## src/servo_opt_pkg.sv

```systemverilog
// constants and types shared by the servo option register bank
package servo_opt_pkg;

    // -------------------------------------------------------------
    // register indices and byte addresses (byte address = 4 x index)
    // -------------------------------------------------------------
    localparam logic [9:0] IDX_FUNC_SEL_A = 10'h024;
    localparam logic [9:0] IDX_IO_POL_MASK = 10'h025;
    localparam logic [9:0] IDX_IN_ALLOC_A = 10'h026;
    localparam logic [9:0] IDX_FUNC_SEL_B = 10'h027;
    localparam logic [11:0] ADDR_FUNC_SEL_A = {IDX_FUNC_SEL_A, 2'b00};
    localparam logic [11:0] ADDR_IO_POL_MASK = {IDX_IO_POL_MASK, 2'b00};
    localparam logic [11:0] ADDR_IN_ALLOC_A = {IDX_IN_ALLOC_A, 2'b00};
    localparam logic [11:0] ADDR_FUNC_SEL_B = {IDX_FUNC_SEL_B, 2'b00};

    // -------------------------------------------------------------
    // reset values and implemented-bit masks (unused bits read zero)
    // -------------------------------------------------------------
    localparam logic [15:0] RST_OPTION = 16'h0000;
    localparam logic [15:0] MASK_FUNC_SEL_A = 16'h7FFF;
    localparam logic [15:0] MASK_IO_POL_MASK = 16'hFFDF;
    localparam logic [15:0] MASK_IN_ALLOC_A = 16'hFFFF;
    localparam logic [15:0] MASK_FUNC_SEL_B = 16'h1FFF;

    // -------------------------------------------------------------
    // field positions
    // -------------------------------------------------------------
    localparam int FA_START_CUR = 14;
    localparam int FA_MODE_LSB = 12;
    localparam int FA_ECHO = 11;
    localparam int FA_OK_REPLY = 10;
    localparam int FA_ERR_REPLY = 9;
    localparam int FA_IGN_NO_AXIS = 8;
    localparam int FA_ENC_LSB = 4;
    localparam int FA_PULSE_TRAIN = 3;
    localparam int FA_ABS_ENC = 2;
    localparam int FA_ALT_ORIGIN = 1;
    localparam int FA_ORIGIN_NEG = 0;
    localparam int IO_INV_LSB = 12;
    localparam int IO_MASK_LSB = 8;
    localparam int IO_SPECIAL = 6;
    localparam int IO_INV_DECEL = 4;
    localparam int IO_MASK_ALARM_RST = 3;
    localparam int IO_EXT_JOG = 2;
    localparam int IO_MASK_OVERTRAVEL = 1;
    localparam int IO_MASK_SERVO_ON = 0;
    localparam int FB_IGN_PARITY = 12;
    localparam int FB_PDC_MULT = 11;
    localparam int FB_PDC_EN = 10;
    localparam int FB_REF_BUF = 9;
    localparam int FB_OVERWRITE = 8;
    localparam int FB_MARKER_EXT = 7;
    localparam int FB_ORG_METH_LSB = 4;

    // -------------------------------------------------------------
    // field limits
    // -------------------------------------------------------------
    localparam logic [3:0] ENC_CHECK_MAX = 4'h5;
    localparam logic [3:0] ALLOC_CODE_MAX = 4'h8;
    localparam logic [2:0] ORIGIN_METHOD_MAX = 3'h6;

    // allocatable input pins, also their nibble order in the allocation words
    localparam int PIN_SERVO_ON = 0;
    localparam int PIN_PROP_CTRL = 1;
    localparam int PIN_FWD = 2;
    localparam int PIN_REV = 3;
    localparam int PIN_ALARM_RST = 4;
    localparam int NUM_ALLOC = 5;

    // -------------------------------------------------------------
    // carriers
    // -------------------------------------------------------------
    typedef struct packed {
        logic alarmReset;
        logic originReturn;
        logic skip;
        logic registration;
        logic hold;
        logic start;
        logic propControl;
        logic servoOn;
    } cmd_t;

    typedef struct packed {
        logic startFromCurrent;
        logic [1:0] modeSwitchSel;
        logic [3:0] encPulseCheck;
        logic pulseTrainRef;
        logic absEncoder;
        logic altOriginMethod;
        logic originDirNeg;
        logic extJogEn;
        logic ignoreParity;
        logic pdcWidthMult;
        logic refBuffer;
        logic overwrite;
        logic originMarkerExt;
        logic [2:0] originMethod;
    } cfg_t;

endpackage : servo_opt_pkg

```

## src/input_allocator.sv

```systemverilog
// maps allocatable input pins onto sequence commands by allocation code
`timescale 1ns/100ps
module input_allocator
    import servo_opt_pkg::*;
(
    // pin levels and their codes
    input wire logic [NUM_ALLOC-1:0] pinLevel,
    input wire logic [4*NUM_ALLOC-1:0] codes,
    // resulting commands, combinational
    output cmd_t cmdAlloc
);

    // code 0 means none, codes 1..8 select one command bit
    function automatic logic [7:0] decode_code(input logic [3:0] code, input logic level);
        logic [7:0] hot;
        hot = 8'h00;
        if (code != 4'h0 && code <= ALLOC_CODE_MAX)
            hot[3'(code - 4'h1)] = level;
        decode_code = hot;
    endfunction : decode_code

    logic [7:0] hotPer [NUM_ALLOC];
    logic [7:0] orAcc [NUM_ALLOC+1];

    // several pins on one command are or-ed together
    assign orAcc[0] = 8'h00;
    genvar g;
    generate
        for (g = 0; g < NUM_ALLOC; g++)
        begin : g_pin
            assign hotPer[g] = decode_code(codes[4*g +: 4], pinLevel[g]);
            assign orAcc[g+1] = orAcc[g] | hotPer[g];
        end
    endgenerate
    assign cmdAlloc = cmd_t'(orAcc[NUM_ALLOC]);

endmodule : input_allocator

```

## src/serial_reply_gate.sv

```systemverilog
// gates serial message acceptance and reply requests by option bits
`timescale 1ns/100ps
module serial_reply_gate
    import servo_opt_pkg::*;
(
    // clock and reset
    input wire logic clk,
    input wire logic srst,
    // option bits
    input wire logic echoEn,
    input wire logic okReplyEn,
    input wire logic errReplyEn,
    input wire logic ignoreNoAxis,
    // requests from the serial link logic
    input wire logic msgValid,
    input wire logic msgHasAxis,
    input wire logic echoReq,
    input wire logic okReq,
    input wire logic errReq,
    // registered results
    output logic msgAccept,
    output logic echoSend,
    output logic okSend,
    output logic errSend
);

    logic acceptNext;

    // messages without an axis number are dropped only when asked
    assign acceptNext = msgValid & (msgHasAxis | ~ignoreNoAxis);

    // one register stage keeps the top outputs glitch free
    always_ff @(posedge clk)
    begin
        if (srst)
        begin
            msgAccept <= 1'b0;
            echoSend <= 1'b0;
            okSend <= 1'b0;
            errSend <= 1'b0;
        end
        else
        begin
            msgAccept <= acceptNext;
            echoSend <= echoReq & echoEn;
            okSend <= okReq & okReplyEn;
            errSend <= errReq & errReplyEn;
        end
    end

    chk_reply_gate: assert property (@(posedge clk) disable iff (srst)
        (echoSend | okSend | errSend) |->
        $past((echoReq & echoEn) | (okReq & okReplyEn) | (errReq & errReplyEn)))
        else $error("reply sent without its enable");
    chk_no_axis_drop: assert property (@(posedge clk) disable iff (srst)
        (msgValid && !msgHasAxis && ignoreNoAxis) |=> !msgAccept)
        else $error("message without axis number accepted");

endmodule : serial_reply_gate

```

## src/servo_io_option_config.sv

```systemverilog
// option word register bank with output polarity and input allocation
//
// The APB register port is this design's own decision.
`timescale 1ns/100ps
module servo_io_option_config
    import servo_opt_pkg::*;
(
    // clock and reset
    input wire logic clk,
    input wire logic srst,
    // apb slave
    input wire logic [11:0] paddr,
    input wire logic psel,
    input wire logic penable,
    input wire logic pwrite,
    input wire logic [31:0] pwdata,
    input wire logic [3:0] pstrb,
    output logic [31:0] prdata,
    output logic pready,
    output logic pslverr,
    // input terminals, asynchronous
    input wire logic servoOnIn,
    input wire logic propControlIn,
    input wire logic forwardLimitIn,
    input wire logic reverseLimitIn,
    input wire logic alarmResetIn,
    input wire logic originDecelIn,
    input wire logic overtravelIn,
    // raw status from the servo core, same clock
    input wire logic currentLimitRaw,
    input wire logic positionDoneRaw,
    input wire logic brakeRaw,
    input wire logic alarmRaw,
    input wire logic pulseDistDoneRaw,
    // serial link requests, same clock
    input wire logic msgValid,
    input wire logic msgHasAxis,
    input wire logic echoReq,
    input wire logic okReq,
    input wire logic errReq,
    // output terminals
    output logic currentLimitOut,
    output logic positionDoneOut,
    output logic brakeOut,
    output logic alarmOut,
    output logic pulseDistDoneOut,
    // conditioned inputs and commands to the sequence logic
    output logic originDecel,
    output logic overtravel,
    output cmd_t cmdOut,
    output cfg_t cfgOut,
    // serial gating results
    output logic msgAccept,
    output logic echoSend,
    output logic okSend,
    output logic errSend
);

    // -------------------------------------------------------------
    // option word storage
    // -------------------------------------------------------------
    logic [15:0] funcSelA_reg;
    logic [15:0] ioPolMask_reg;
    logic [15:0] inAllocA_reg;
    logic [15:0] funcSelB_reg;
    logic [31:0] prdata_next;
    logic pslverr_next;

    // address decode
    wire hitA = (paddr == ADDR_FUNC_SEL_A);
    wire hitIo = (paddr == ADDR_IO_POL_MASK);
    wire hitAlloc = (paddr == ADDR_IN_ALLOC_A);
    wire hitB = (paddr == ADDR_FUNC_SEL_B);
    wire hitAny = hitA | hitIo | hitAlloc | hitB;
    wire setupPhase = psel & ~penable;
    wire writeDone = psel & penable & pready & pwrite;

    // byte-lane merge onto the addressed word, then clear unused bits
    wire [15:0] curWord = hitA ? funcSelA_reg : hitIo ? ioPolMask_reg :
                          hitAlloc ? inAllocA_reg : funcSelB_reg;
    wire [15:0] curMask = hitA ? MASK_FUNC_SEL_A : hitIo ? MASK_IO_POL_MASK :
                          hitAlloc ? MASK_IN_ALLOC_A : MASK_FUNC_SEL_B;
    wire [15:0] mergedWord = {pstrb[1] ? pwdata[15:8] : curWord[15:8],
                              pstrb[0] ? pwdata[7:0] : curWord[7:0]};
    wire [15:0] wrWord = mergedWord & curMask;

    // range checks: an out-of-range field refuses the whole write
    wire badA = hitA & (wrWord[FA_ENC_LSB +: 4] > ENC_CHECK_MAX);
    wire badIo = hitIo & wrWord[IO_SPECIAL + 1];
    wire badAlloc = hitAlloc & ((wrWord[15:12] > ALLOC_CODE_MAX) |
                    (wrWord[11:8] > ALLOC_CODE_MAX) |
                    (wrWord[7:4] > ALLOC_CODE_MAX) |
                    (wrWord[3:0] > ALLOC_CODE_MAX));
    wire badB = hitB & ((wrWord[FB_ORG_METH_LSB +: 3] > ORIGIN_METHOD_MAX) |
                (wrWord[3:0] > ALLOC_CODE_MAX));
    wire wrBad = pwrite & (badA | badIo | badAlloc | badB);
    wire wrOk = writeDone & ~pslverr;

    // read data and error are prepared in the setup cycle
    always_comb
    begin
        prdata_next = 32'h0000_0000;
        pslverr_next = 1'b0;
        if (!hitAny)
            pslverr_next = 1'b1;
        else
        begin
            pslverr_next = wrBad;
            if (!pwrite)
                prdata_next = {16'h0000, curWord};
        end
    end

    // zero-wait apb: ready rises for exactly the access cycle
    always_ff @(posedge clk)
    begin
        if (srst)
        begin
            pready <= 1'b0;
            prdata <= 32'h0000_0000;
            pslverr <= 1'b0;
        end
        else
        begin
            pready <= setupPhase;
            if (setupPhase)
            begin
                prdata <= prdata_next;
                pslverr <= pslverr_next;
            end
            else if (pready)
            begin
                prdata <= 32'h0000_0000;
                pslverr <= 1'b0;
            end
        end
    end

    // words are stored as the masked merge, with unused bits held at zero
    always_ff @(posedge clk)
    begin
        if (srst)
        begin
            funcSelA_reg <= RST_OPTION;
            ioPolMask_reg <= RST_OPTION;
            inAllocA_reg <= RST_OPTION;
            funcSelB_reg <= RST_OPTION;
        end
        else if (wrOk)
        begin
            if (hitA)
                funcSelA_reg <= wrWord;
            if (hitIo)
                ioPolMask_reg <= wrWord;
            if (hitAlloc)
                inAllocA_reg <= wrWord;
            if (hitB)
                funcSelB_reg <= wrWord;
        end
    end

    // -------------------------------------------------------------
    // configuration fields to the servo core
    // -------------------------------------------------------------
    assign cfgOut.modeSwitchSel = funcSelA_reg[FA_MODE_LSB +: 2];
    assign cfgOut.startFromCurrent = funcSelA_reg[FA_START_CUR];
    assign cfgOut.encPulseCheck = funcSelA_reg[FA_ENC_LSB +: 4];
    assign cfgOut.pulseTrainRef = funcSelA_reg[FA_PULSE_TRAIN];
    assign cfgOut.absEncoder = funcSelA_reg[FA_ABS_ENC];
    assign cfgOut.altOriginMethod = funcSelA_reg[FA_ALT_ORIGIN];
    assign cfgOut.originDirNeg = funcSelA_reg[FA_ORIGIN_NEG];
    assign cfgOut.extJogEn = ioPolMask_reg[IO_EXT_JOG];
    assign cfgOut.ignoreParity = funcSelB_reg[FB_IGN_PARITY];
    assign cfgOut.pdcWidthMult = funcSelB_reg[FB_PDC_MULT];
    assign cfgOut.refBuffer = funcSelB_reg[FB_REF_BUF];
    assign cfgOut.overwrite = funcSelB_reg[FB_OVERWRITE];
    assign cfgOut.originMarkerExt = funcSelB_reg[FB_MARKER_EXT];
    assign cfgOut.originMethod = funcSelB_reg[FB_ORG_METH_LSB +: 3];

    // -------------------------------------------------------------
    // input terminal synchronisers
    // -------------------------------------------------------------
    logic [6:0] pinMeta_reg;
    logic [6:0] pinSync_reg;
    wire [6:0] pinRaw = {overtravelIn, originDecelIn, alarmResetIn, reverseLimitIn,
                         forwardLimitIn, propControlIn, servoOnIn};

    // two stages; only the second is read anywhere
    always_ff @(posedge clk)
    begin
        if (srst)
        begin
            pinMeta_reg <= 7'h00;
            pinSync_reg <= 7'h00;
        end
        else
        begin
            pinMeta_reg <= pinRaw;
            pinSync_reg <= pinMeta_reg;
        end
    end

    // -------------------------------------------------------------
    // command generation
    // -------------------------------------------------------------
    cmd_t cmdAlloc;
    cmd_t cmdGeneral;
    cmd_t cmd_next;
    wire specialMode = ioPolMask_reg[IO_SPECIAL];
    wire [4*NUM_ALLOC-1:0] allocCodes = {funcSelB_reg[3:0], inAllocA_reg};
    wire [NUM_ALLOC-1:0] allocLevels = pinSync_reg[NUM_ALLOC-1:0];

    input_allocator u_alloc
    (
        .pinLevel(allocLevels),
        .codes(allocCodes),
        .cmdAlloc(cmdAlloc)
    );

    // general mode: fixed terminals, servo-on and alarm-reset each subject to its mask bit
    always_comb
    begin
        cmdGeneral = '0;
        cmdGeneral.servoOn = pinSync_reg[PIN_SERVO_ON] & ~ioPolMask_reg[IO_MASK_SERVO_ON];
        cmdGeneral.propControl = pinSync_reg[PIN_PROP_CTRL];
        cmdGeneral.alarmReset = pinSync_reg[PIN_ALARM_RST]
                                & ~ioPolMask_reg[IO_MASK_ALARM_RST];
    end

    // allocation only applies when the special-input bit is set
    assign cmd_next = specialMode ? cmdAlloc : cmdGeneral;

    // -------------------------------------------------------------
    // output terminals: status mask forces inactive, then optional inversion; pulse-distribution done only gated by its enable bit
    // -------------------------------------------------------------
    wire [3:0] statRaw = {currentLimitRaw, positionDoneRaw, brakeRaw, alarmRaw};
    wire [3:0] statInv = ioPolMask_reg[IO_INV_LSB +: 4];
    wire [3:0] statMask = ioPolMask_reg[IO_MASK_LSB +: 4];
    wire [3:0] stat_next = (statRaw & ~statMask) ^ statInv;

    // one register stage for every terminal so outputs never glitch
    always_ff @(posedge clk)
    begin
        if (srst)
        begin
            {currentLimitOut, positionDoneOut, brakeOut, alarmOut} <= 4'h0;
            pulseDistDoneOut <= 1'b0;
            originDecel <= 1'b0;
            overtravel <= 1'b0;
            cmdOut <= '0;
        end
        else
        begin
            {currentLimitOut, positionDoneOut, brakeOut, alarmOut} <= stat_next;
            pulseDistDoneOut <= pulseDistDoneRaw & funcSelB_reg[FB_PDC_EN];
            originDecel <= pinSync_reg[5] ^ ioPolMask_reg[IO_INV_DECEL];
            overtravel <= pinSync_reg[6] & ~ioPolMask_reg[IO_MASK_OVERTRAVEL];
            cmdOut <= cmd_next;
        end
    end

    // -------------------------------------------------------------
    // serial link gating
    // -------------------------------------------------------------
    serial_reply_gate u_reply
    (
        .clk(clk),
        .srst(srst),
        .echoEn(funcSelA_reg[FA_ECHO]),
        .okReplyEn(funcSelA_reg[FA_OK_REPLY]),
        .errReplyEn(funcSelA_reg[FA_ERR_REPLY]),
        .ignoreNoAxis(funcSelA_reg[FA_IGN_NO_AXIS]),
        .msgValid(msgValid),
        .msgHasAxis(msgHasAxis),
        .echoReq(echoReq),
        .okReq(okReq),
        .errReq(errReq),
        .msgAccept(msgAccept),
        .echoSend(echoSend),
        .okSend(okSend),
        .errSend(errSend)
    );

    // -------------------------------------------------------------
    // checks
    // -------------------------------------------------------------
    chk_reset_zero: assert property (@(posedge clk)
        $past(srst) |-> (funcSelA_reg | ioPolMask_reg | inAllocA_reg | funcSelB_reg) == 16'h0000)
        else $error("option word not zero after reset");
    chk_unused_zero: assert property (@(posedge clk) disable iff (srst)
        !funcSelA_reg[15] && !ioPolMask_reg[5] && funcSelB_reg[15:13] == 3'h0)
        else $error("unused option bit set");
    chk_mode_write: assert property (@(posedge clk) disable iff (srst)
        (wrOk && hitA && pstrb[1]) |=> cfgOut.modeSwitchSel == $past(pwdata[13:12]))
        else $error("mode switch field not written");
    chk_enc_range: assert property (@(posedge clk) disable iff (srst)
        cfgOut.encPulseCheck <= ENC_CHECK_MAX)
        else $error("encoder check field out of range");
    chk_alloc_range: assert property (@(posedge clk) disable iff (srst)
        (psel && penable && pready && pwrite && hitAlloc && pstrb[0]
         && pwdata[3:0] > ALLOC_CODE_MAX) |-> pslverr ##1 $stable(inAllocA_reg))
        else $error("out-of-range allocation code accepted");
    chk_origin_range: assert property (@(posedge clk) disable iff (srst)
        cfgOut.originMethod <= ORIGIN_METHOD_MAX)
        else $error("origin method out of range");
    chk_alarm_invert: assert property (@(posedge clk) disable iff (srst)
        $past(!srst) |-> alarmOut == $past((alarmRaw & ~ioPolMask_reg[8]) ^ ioPolMask_reg[12]))
        else $error("alarm output polarity wrong");
    chk_decel_path: assert property (@(posedge clk) disable iff (srst)
        ($past(!srst, 3) && $past(!srst, 2) && $past(!srst)) |->
        originDecel == ($past(originDecelIn, 3) ^ $past(ioPolMask_reg[4])))
        else $error("origin decel inversion wrong");
    chk_alarm_rst_mask: assert property (@(posedge clk) disable iff (srst)
        $past(ioPolMask_reg[IO_MASK_ALARM_RST] && !specialMode) |-> !cmdOut.alarmReset)
        else $error("masked alarm reset passed");
    chk_pdc_gate: assert property (@(posedge clk) disable iff (srst)
        pulseDistDoneOut |-> $past(funcSelB_reg[FB_PDC_EN] && pulseDistDoneRaw))
        else $error("pulse distribution output while disabled");
    chk_apb_ready: assert property (@(posedge clk) disable iff (srst)
        (psel && !penable) |=> pready ##1 !pready)
        else $error("ready not a single access cycle");

    cov_write_a: cover property (@(posedge clk) wrOk && hitA);
    cov_unmapped: cover property (@(posedge clk) pready && pslverr && !hitAny);
    cov_special: cover property (@(posedge clk) specialMode && cmdOut.start);
    cov_rst_masked: cover property (@(posedge clk)
        !specialMode && ioPolMask_reg[IO_MASK_ALARM_RST] && pinSync_reg[PIN_ALARM_RST]);

endmodule : servo_io_option_config

```

## config.mk

```make
export PLATFORM = sky130hd
export DESIGN_NAME = servo_io_option_config
export DESIGN_NICKNAME = d
export VERILOG_FILES = /design/src/servo_opt_pkg.sv /design/src/input_allocator.sv /design/src/serial_reply_gate.sv /design/src/servo_io_option_config.sv
export SDC_FILE = /design/constraint.sdc
export NUM_CORES = 1
export LEC_CHECK = 0
export BUFFER_PORTS_ARGS = -buffer_cell sky130_fd_sc_hd__buf_2
export CAP_MARGIN = 0
export CORE_ASPECT_RATIO = 1.5
export CORE_UTILIZATION = 50
export CTS_CLUSTER_SIZE = 30
export DETAILED_ROUTE_END_ITERATION = 16
export PLACE_DENSITY = 0.76
export SYNTH_ARGS = -nofsm -noshare
export SYNTH_HDL_FRONTEND = slang
export SYNTH_HIERARCHICAL = 1
export SYNTH_SLANG_ARGS = --single-unit
```

## constraint.sdc

```tcl
create_clock -name clk -period 3.6 [get_ports clk]
set_clock_uncertainty 0.05 [all_clocks]
set_input_delay 0.36 -clock clk [delete_from_list [all_inputs] [get_ports clk]]
set_output_delay 0.36 -clock clk [all_outputs]
set_load 0.02 [all_outputs]
```

# Word-level counts from Yosys, hierarchy flattened
# Index checks and enable logic that the tools add are counted.
[totals] regBits=131 output_inout_bits=73 input_bits=70 wordCells=160
[op_classes] muxes=31 n_eq_ne=4 magnitude_cmp=21 addsub=5 reduce_logical=21 bitwise_logic=50
[op_table] cell="$mux W16" count=8
[op_table] cell="$mux W32" count=2
[op_table] cell="$mux W8" count=8
[op_table] cell="$eq A12 B8 Y1 const B" count=4
[op_table] cell="$and A8 B8 Y8" count=5
[op_table] cell="$or A8 B8 Y8" count=4
[op_table] cell="$le A4 B4 Y1 const B" count=5
[op_table] cell="$lt A3 B4 Y1 const B" count=5
[op_table] cell="$reduce_bool A4 Y1" count=5
[op_table] cell="$and A1 B1 Y1" count=18
[op_table] cell="$and A16 B16 Y16" count=1
[op_table] cell="$gt A4 B4 Y1 const B" count=4
[op_table] cell="$demux W1 S3" count=5
[op_table] cell="$ge A3 B1 Y1 const B" count=5
[op_table] cell="$sub A3 B1 Y3 const B" count=5
[op_table] cell="$or A1 B1 Y1" count=11
[op_table] cell="$logic_and A1 B1 Y1" count=10
[op_table] cell="$mux W1" count=8
[op_table] cell="$reduce_and A2 Y1" count=4
[op_table] cell="$not A1 Y1" count=7
[op_table] cell="$and A4 B4 Y4" count=1
[op_table] cell="$gt A4 B3 Y1 const B" count=1
[op_table] cell="$not A4 Y4" count=1
[op_table] cell="$xor A4 B4 Y4" count=1
[op_table] cell="other kinds (4)" count=4

# Depth between registers and ports, before layout
[depth] depth_word=16 depth_mapped=10 depth_no_buf=8

# Cells and area by module
# Netlist, hierarchy kept.
[modules_own_cells] mod="servo_io_option_config" seq_area_each_um2=2222.1 cells_each=537 area_each_um2=4890.9 instances=1
[modules_own_cells] mod="input_allocator" seq_area_each_um2=0.0 cells_each=90 area_each_um2=618.1 instances=1
[modules_own_cells] mod="serial_reply_gate" seq_area_each_um2=80.1 cells_each=12 area_each_um2=128.9 instances=1

# Worst setup path after synthesis
# Ideal clock, no wire load.
[synth_timing] kind="input port to flip-flop" start="in paddr[3]" end="reg pslverr" arrival_ps=2021 setup_slack_ps=1401 path_stages=9 required_time_ps=3422 setup_ps=128 n_path_buf=2 path_cell_list="buf_2 buf_2 mux2_2 o22ai_1 a2bb2oi_1 mux2i_2 a31oi_1 nor4_1 o21ai_0"
[synth_between] elab_chain_len=16 elab_cells_between_ends=36 classes_between="order compare (6); eq/ne (4); mux (10); bitwise (16)"
[synth_lines] item="from (decl)" line="servo_io_option_config.sv:12" text="input wire logic [11:0] paddr,"
[synth_lines] item="$eq A12 B8 Y1" line="servo_io_option_config.sv:72" text="wire hitAlloc = (paddr == ADDR_IN_ALLOC_A);"
[synth_lines] item="$mux W16" line="servo_io_option_config.sv:80" text="hitAlloc ? inAllocA_reg : funcSelB_reg;"
[synth_lines] item="$mux W16 (2 in a row)" line="servo_io_option_config.sv:79" text="wire [15:0] curWord = hitA ? funcSelA_reg : hitIo ? ioPolMask_reg :"
[synth_lines] item="$mux W8" line="servo_io_option_config.sv:83" text="wire [15:0] mergedWord = {pstrb[1] ? pwdata[15:8] : curWord[15:8],"
[synth_lines] item="$and A16 B16 Y16" line="servo_io_option_config.sv:85" text="wire [15:0] wrWord = mergedWord & curMask;"
[synth_lines] item="$gt A4 B4 Y1, on equally long branches" line="servo_io_option_config.sv:90, servo_io_option_config.sv:91"
[synth_lines] item="$or A1 B1 Y1" line="servo_io_option_config.sv:90" text="wire badAlloc = hitAlloc & ((wrWord[15:12] > ALLOC_CODE_MAX) |"
[synth_lines] item="$or A1 B1 Y1" line="servo_io_option_config.sv:91" text="(wrWord[11:8] > ALLOC_CODE_MAX) |"
[synth_lines] item="$or A1 B1 Y1" line="servo_io_option_config.sv:92" text="(wrWord[7:4] > ALLOC_CODE_MAX) |"
[synth_lines] item="$and A1 B1 Y1" line="servo_io_option_config.sv:90"
[synth_lines] item="$or A1 B1 Y1 (2 in a row)" line="servo_io_option_config.sv:96" text="wire wrBad = pwrite & (badA | badIo | badAlloc | badB);"
[synth_lines] item="$and A1 B1 Y1" line="servo_io_option_config.sv:96"
[synth_lines] item="$mux W1 *" line="servo_io_option_config.sv:104" text="if (!hitAny)"
[synth_lines] item="$mux W1 *" line="servo_io_option_config.sv:126" text="if (setupPhase)"
[synth_lines] item="to (signal assigned)" line="servo_io_option_config.sv:129" text="pslverr <= pslverr_next;"
[synth_lines] item="to (decl)" line="servo_io_option_config.sv:20" text="output logic pslverr,"
# Every way passes the cells marked *; elsewhere a longest branch is shown, timed or not.
# A chain may end at the register's enable or synchronous reset.

# Worst setup path in the final report
[layout_timing] start="in paddr[6]" end="reg pslverr"
# Same word-level chain as after synthesis.

==> results.py <==
metrics = {
    "routing": {
        "wirelength_microns": 14730,
        "drc_errors": 0,
        "drt_pre_antenna_iters": 5,
        "post_drt_wl_per_cell_microns": 16.77,
        "drtIter0Drc": 388,
        "antenna_violating_nets_left": 0,
        "detailroute.via_count": 4998,
        "vias_per_cell": 5.692,
    },
    "logic_synthesis": {
        "synth-xor-area-share_pct": 1.553,
        "synth-seq-cells": 115,
        "synth_top_cell_by_area": "sky130_fd_sc_hd__dfxtp_1",
        "netlist-cell-type-count": 60,
        "synthTopCellsByArea": "sky130_fd_sc_hd__dfxtp_1, sky130_fd_sc_hd__nor2_1, sky130_fd_sc_hd__a211oi_1",
        "ys_warn_count": 6,
        "postSynth.asyncResetShare_pct": 0,
        "synth.most_common_cell": "sky130_fd_sc_hd__dfxtp_1",
        "ys_top_cells_by_count": "sky130_fd_sc_hd__dfxtp_1, sky130_fd_sc_hd__nor2_1, sky130_fd_sc_hd__a211oi_1, sky130_fd_sc_hd__buf_4, sky130_fd_sc_hd__nand2_1",
        "mean_cell_area_of_the_mapped_netlist_sq_um": 8.823,
        "synth-adder-area-share_pct": 1.110,
        "synth_top_flop_cell": "sky130_fd_sc_hd__dfxtp_1",
        "synth_area_sq_um": 5638,
        "postSynthCellCount": 639,
        "synth.mux.area_fraction_pct": 5.371,
        "ys_seq_area_share_pct": 40.83,
        "synth_enable_flop_cells": 0,
        "combinational_family_with_the_most_area_after_synthesis": "simple AND/OR/NAND/NOR gates",
        "post_synth_and_or_nand_nor_area_fraction_pct": 22.79,
        "synth_top_area_share_pct": 40.83,
        "synth_compound_gate_area_share_pct": 19.06,
    },
    "finish": {
        "utilization_pct": 60.46,
        "final.fill_count": 988,
        "syn_to_final_growth_pct": 17.93,
        "finished_cell_area_sq_um": 6649,
        "multi_input_comb_area_sq_um": 2873,
        "antennaDiodeCount": 0,
        "final_nets": 794,
        "drive_gt1_share_pct": 25.31,
        "sequential_standard_cell_area_sq_um": 2302,
    },
    "clock_tree": {
        "number_of_gates_resized_after_cts": 0,
        "max-clock-path-buffers": 2,
        "postCtsSetupRepairBufs": 0,
        "number_of_cts_inserted_buffers": 17,
        "h-tree-depth": 4,
        "holdBufCountCts": 0,
        "worstSkewPairLatency_ns": 0.41,
        "clkSinkCount": 115,
        "clockRootBuffer": "sky130_fd_sc_hd__clkbuf_16",
        "clk_transition_reported_paths_ns": 0.05,
        "tritoncts": "done",
    },
    "power": {
        "static-leakage-power_nw": 2.600,
        "vdd.ir_drop.worst_v": 0.0003644,
        "pwr_density_cell_nw_per_um2": 466.4,
        "report.power.total_w": 0.003101,
    },
    "sta": {
        "timing_hold_violations_final": 0,
        "worst_slew_margin_rel_pct": 45.26,
        "worstMarginPinSlew_ns": 0.8211,
        "timing.final.crit_share_pct": 72.01,
        "final.hold.worst_slack_ns": 0.1039,
        "final_period_minus_worst_setup_slack_ns": 2.592,
        "finalSetupTns_ns": 0,
        "setup_viol": 0,
        "rsz0062_at_grt": "no",
        "fin_max_slew_vios": 0,
        "max_freq_mhz": 385.8,
    },
    "floorplanning": {
        "design.portCount": 143,
        "die_width_microns": 88.70,
        "coreArea_sq_um": 11000,
        "die_area_sq_um": 11710,
        "dieHeight_microns": 132.1,
        "placementRows": 47,
        "start_util_pct": 51.27,
    },
    "global_routing": {
        "grt_first_pass_wirelength_microns": 23490,
        "grt.total_usage_pct": 26.21,
        "grt_antenna_before_repair": 0,
        "first_global_vias": 4767,
        "global_route.overflow_total": 0,
        "grt_start_max_net_pins": 49,
    },
    "worst_setup_path": {
        "timing.critical_path.cells": "buf_2 -> nor4b_4 -> and4_1 -> a2bb2oi_1 -> mux2i_1 -> a31oi_1 -> nor4_1 -> o21ai_0",
        "critical_path_arrival_ns": 2.86,
        "worstPathRequired_ns": 3.87,
        "timing.setup.critical_path_class": "in2reg",
        "worst-r2r-cell-count": 7,
        "reg2reg_to": "pslverr",
        "cp_peak_stage_delay_ns": 0.80,
        "timing.critical_path.fanout_max": 21,
        "setup.reg_to_reg.worst_slack_ns": 1.38,
        "crit_path_end_kind": "flip-flop",
        "critPathSlowestCell": "sky130_fd_sc_hd__and4_1",
        "reg2reg_from": "inAllocA_reg[3]",
        "timing.critical_path.from_type": "input pin",
        "critical_path.startpoint": "paddr[6]",
    },
    "status": {
        "run_status": "finished clean",
    },
    "flow_run": {
        "cap_violations": 0,
    },
    "place": {
        "dp_hpwl_microns": 10700,
        "gpl.final_weighted_congestion": 0.9388,
        "placement.cell_area_sq_um": 6071,
        "portBuffers": 108,
    },
    "min_path": {
        "hold_path.startpoint": "forwardLimitIn",
        "whs_endpoint": "pinMeta_reg[2]",
        "min-delay-path-class": "in2reg",
        "whs_path_depth": 2,
    },
}
## per-stage QoR
stage	cells	setup WS [ns]
final	878	1.008
after global routing	878	0.8961
after CTS	878	1.078
after detailed placement	847	0.6601
after global placement	847	0.6755
after floorplan	654	1.401
## power by group
group	total [W]	internal, W	switching, W
clock	0.00163	0.00106	0.000570
sequential	0.00129	0.00129	0.00000548
combinational	0.000179	0.0000618	0.000117
total	0.00310	0.00241	0.000692
## worst max-delay path, delay by kind of cell
| family | cells | cell delay [ns] |
|---|---|---|
| multiplexers | 1 | 0.24 |
| AO/OA/AOI/OAI | 3 | 0.87 |
| AND/OR/NAND/NOR | 3 | 1.27 |
| buffers and inverters | 1 | 0.11 |
## final cells by class
class                      count  share of cell area (%)
inverter                      15                  0.8468
sequential                   115                   34.63
clock inverter                10                   1.618
timing repair buffer         123                   9.861
clock buffer                  21                   7.076
tap                          147                   2.766
multi-input combinational    447                   43.21
## layer usage
metal,vias to the layer above,GRT usage [%],wire (microns)
met2,226,43.68,7509
met3,44,5.698,856
li1,2400,-,-
met5,-,0,0
met4,0,15.41,594
met1,2328,30.07,5766
## worst max-delay path by stage
stage	endpoint	cells past startpoint	slack (ns)
after global routing	pslverr	8	0.90
after floorplan	pslverr	9	1.40
final	pslverr	8	1.01
after detailed placement	pslverr	8	0.66
after global placement	pslverr	8	0.68
after CTS	pslverr	8	1.08
## placed cells by master, fill, tap and decap left out, types with 7 or more instances in the layout
| cell | instances |
|---|---|
| sky130_fd_sc_hd__conb_1 | 16 |
| sky130_fd_sc_hd__and2_1 | 8 |
| sky130_fd_sc_hd__dfxtp_1 | 115 |
| sky130_fd_sc_hd__nor2_1 | 103 |
| sky130_fd_sc_hd__o22ai_1 | 17 |
| sky130_fd_sc_hd__nor3b_1 | 9 |
| sky130_fd_sc_hd__inv_1 | 15 |
| sky130_fd_sc_hd__nand4_1 | 8 |
| sky130_fd_sc_hd__nand2_1 | 29 |
| sky130_fd_sc_hd__o211ai_1 | 7 |
| sky130_fd_sc_hd__nand3b_1 | 8 |
| sky130_fd_sc_hd__buf_2 | 107 |
| sky130_fd_sc_hd__buf_4 | 16 |
| sky130_fd_sc_hd__a21oi_1 | 17 |
| sky130_fd_sc_hd__nor2b_1 | 23 |
| sky130_fd_sc_hd__o21ai_0 | 8 |
| sky130_fd_sc_hd__mux2_2 | 15 |
| sky130_fd_sc_hd__xnor2_1 | 7 |
| sky130_fd_sc_hd__nand2b_1 | 10 |
| sky130_fd_sc_hd__mux2i_1 | 12 |
| sky130_fd_sc_hd__a211oi_1 | 47 |
| sky130_fd_sc_hd__clkbuf_16 | 17 |
| sky130_fd_sc_hd__a2bb2oi_1 | 12 |
| sky130_fd_sc_hd__a22oi_1 | 16 |
| sky130_fd_sc_hd__nand3_1 | 8 |
## cells by family (layout without fill, tap and decap cells)
kind of cell,after synthesis,count (layout)
AOI/OAI and AO/OA,149,149
xor gates and xnor gates,10,10
adders and majority gates,5,5
buffers and inverters,92,169
DFF,115,115
muxes,28,28
other,1,16
and+or+nand+nor,239,239
Power figures use the tool's default switching activity.
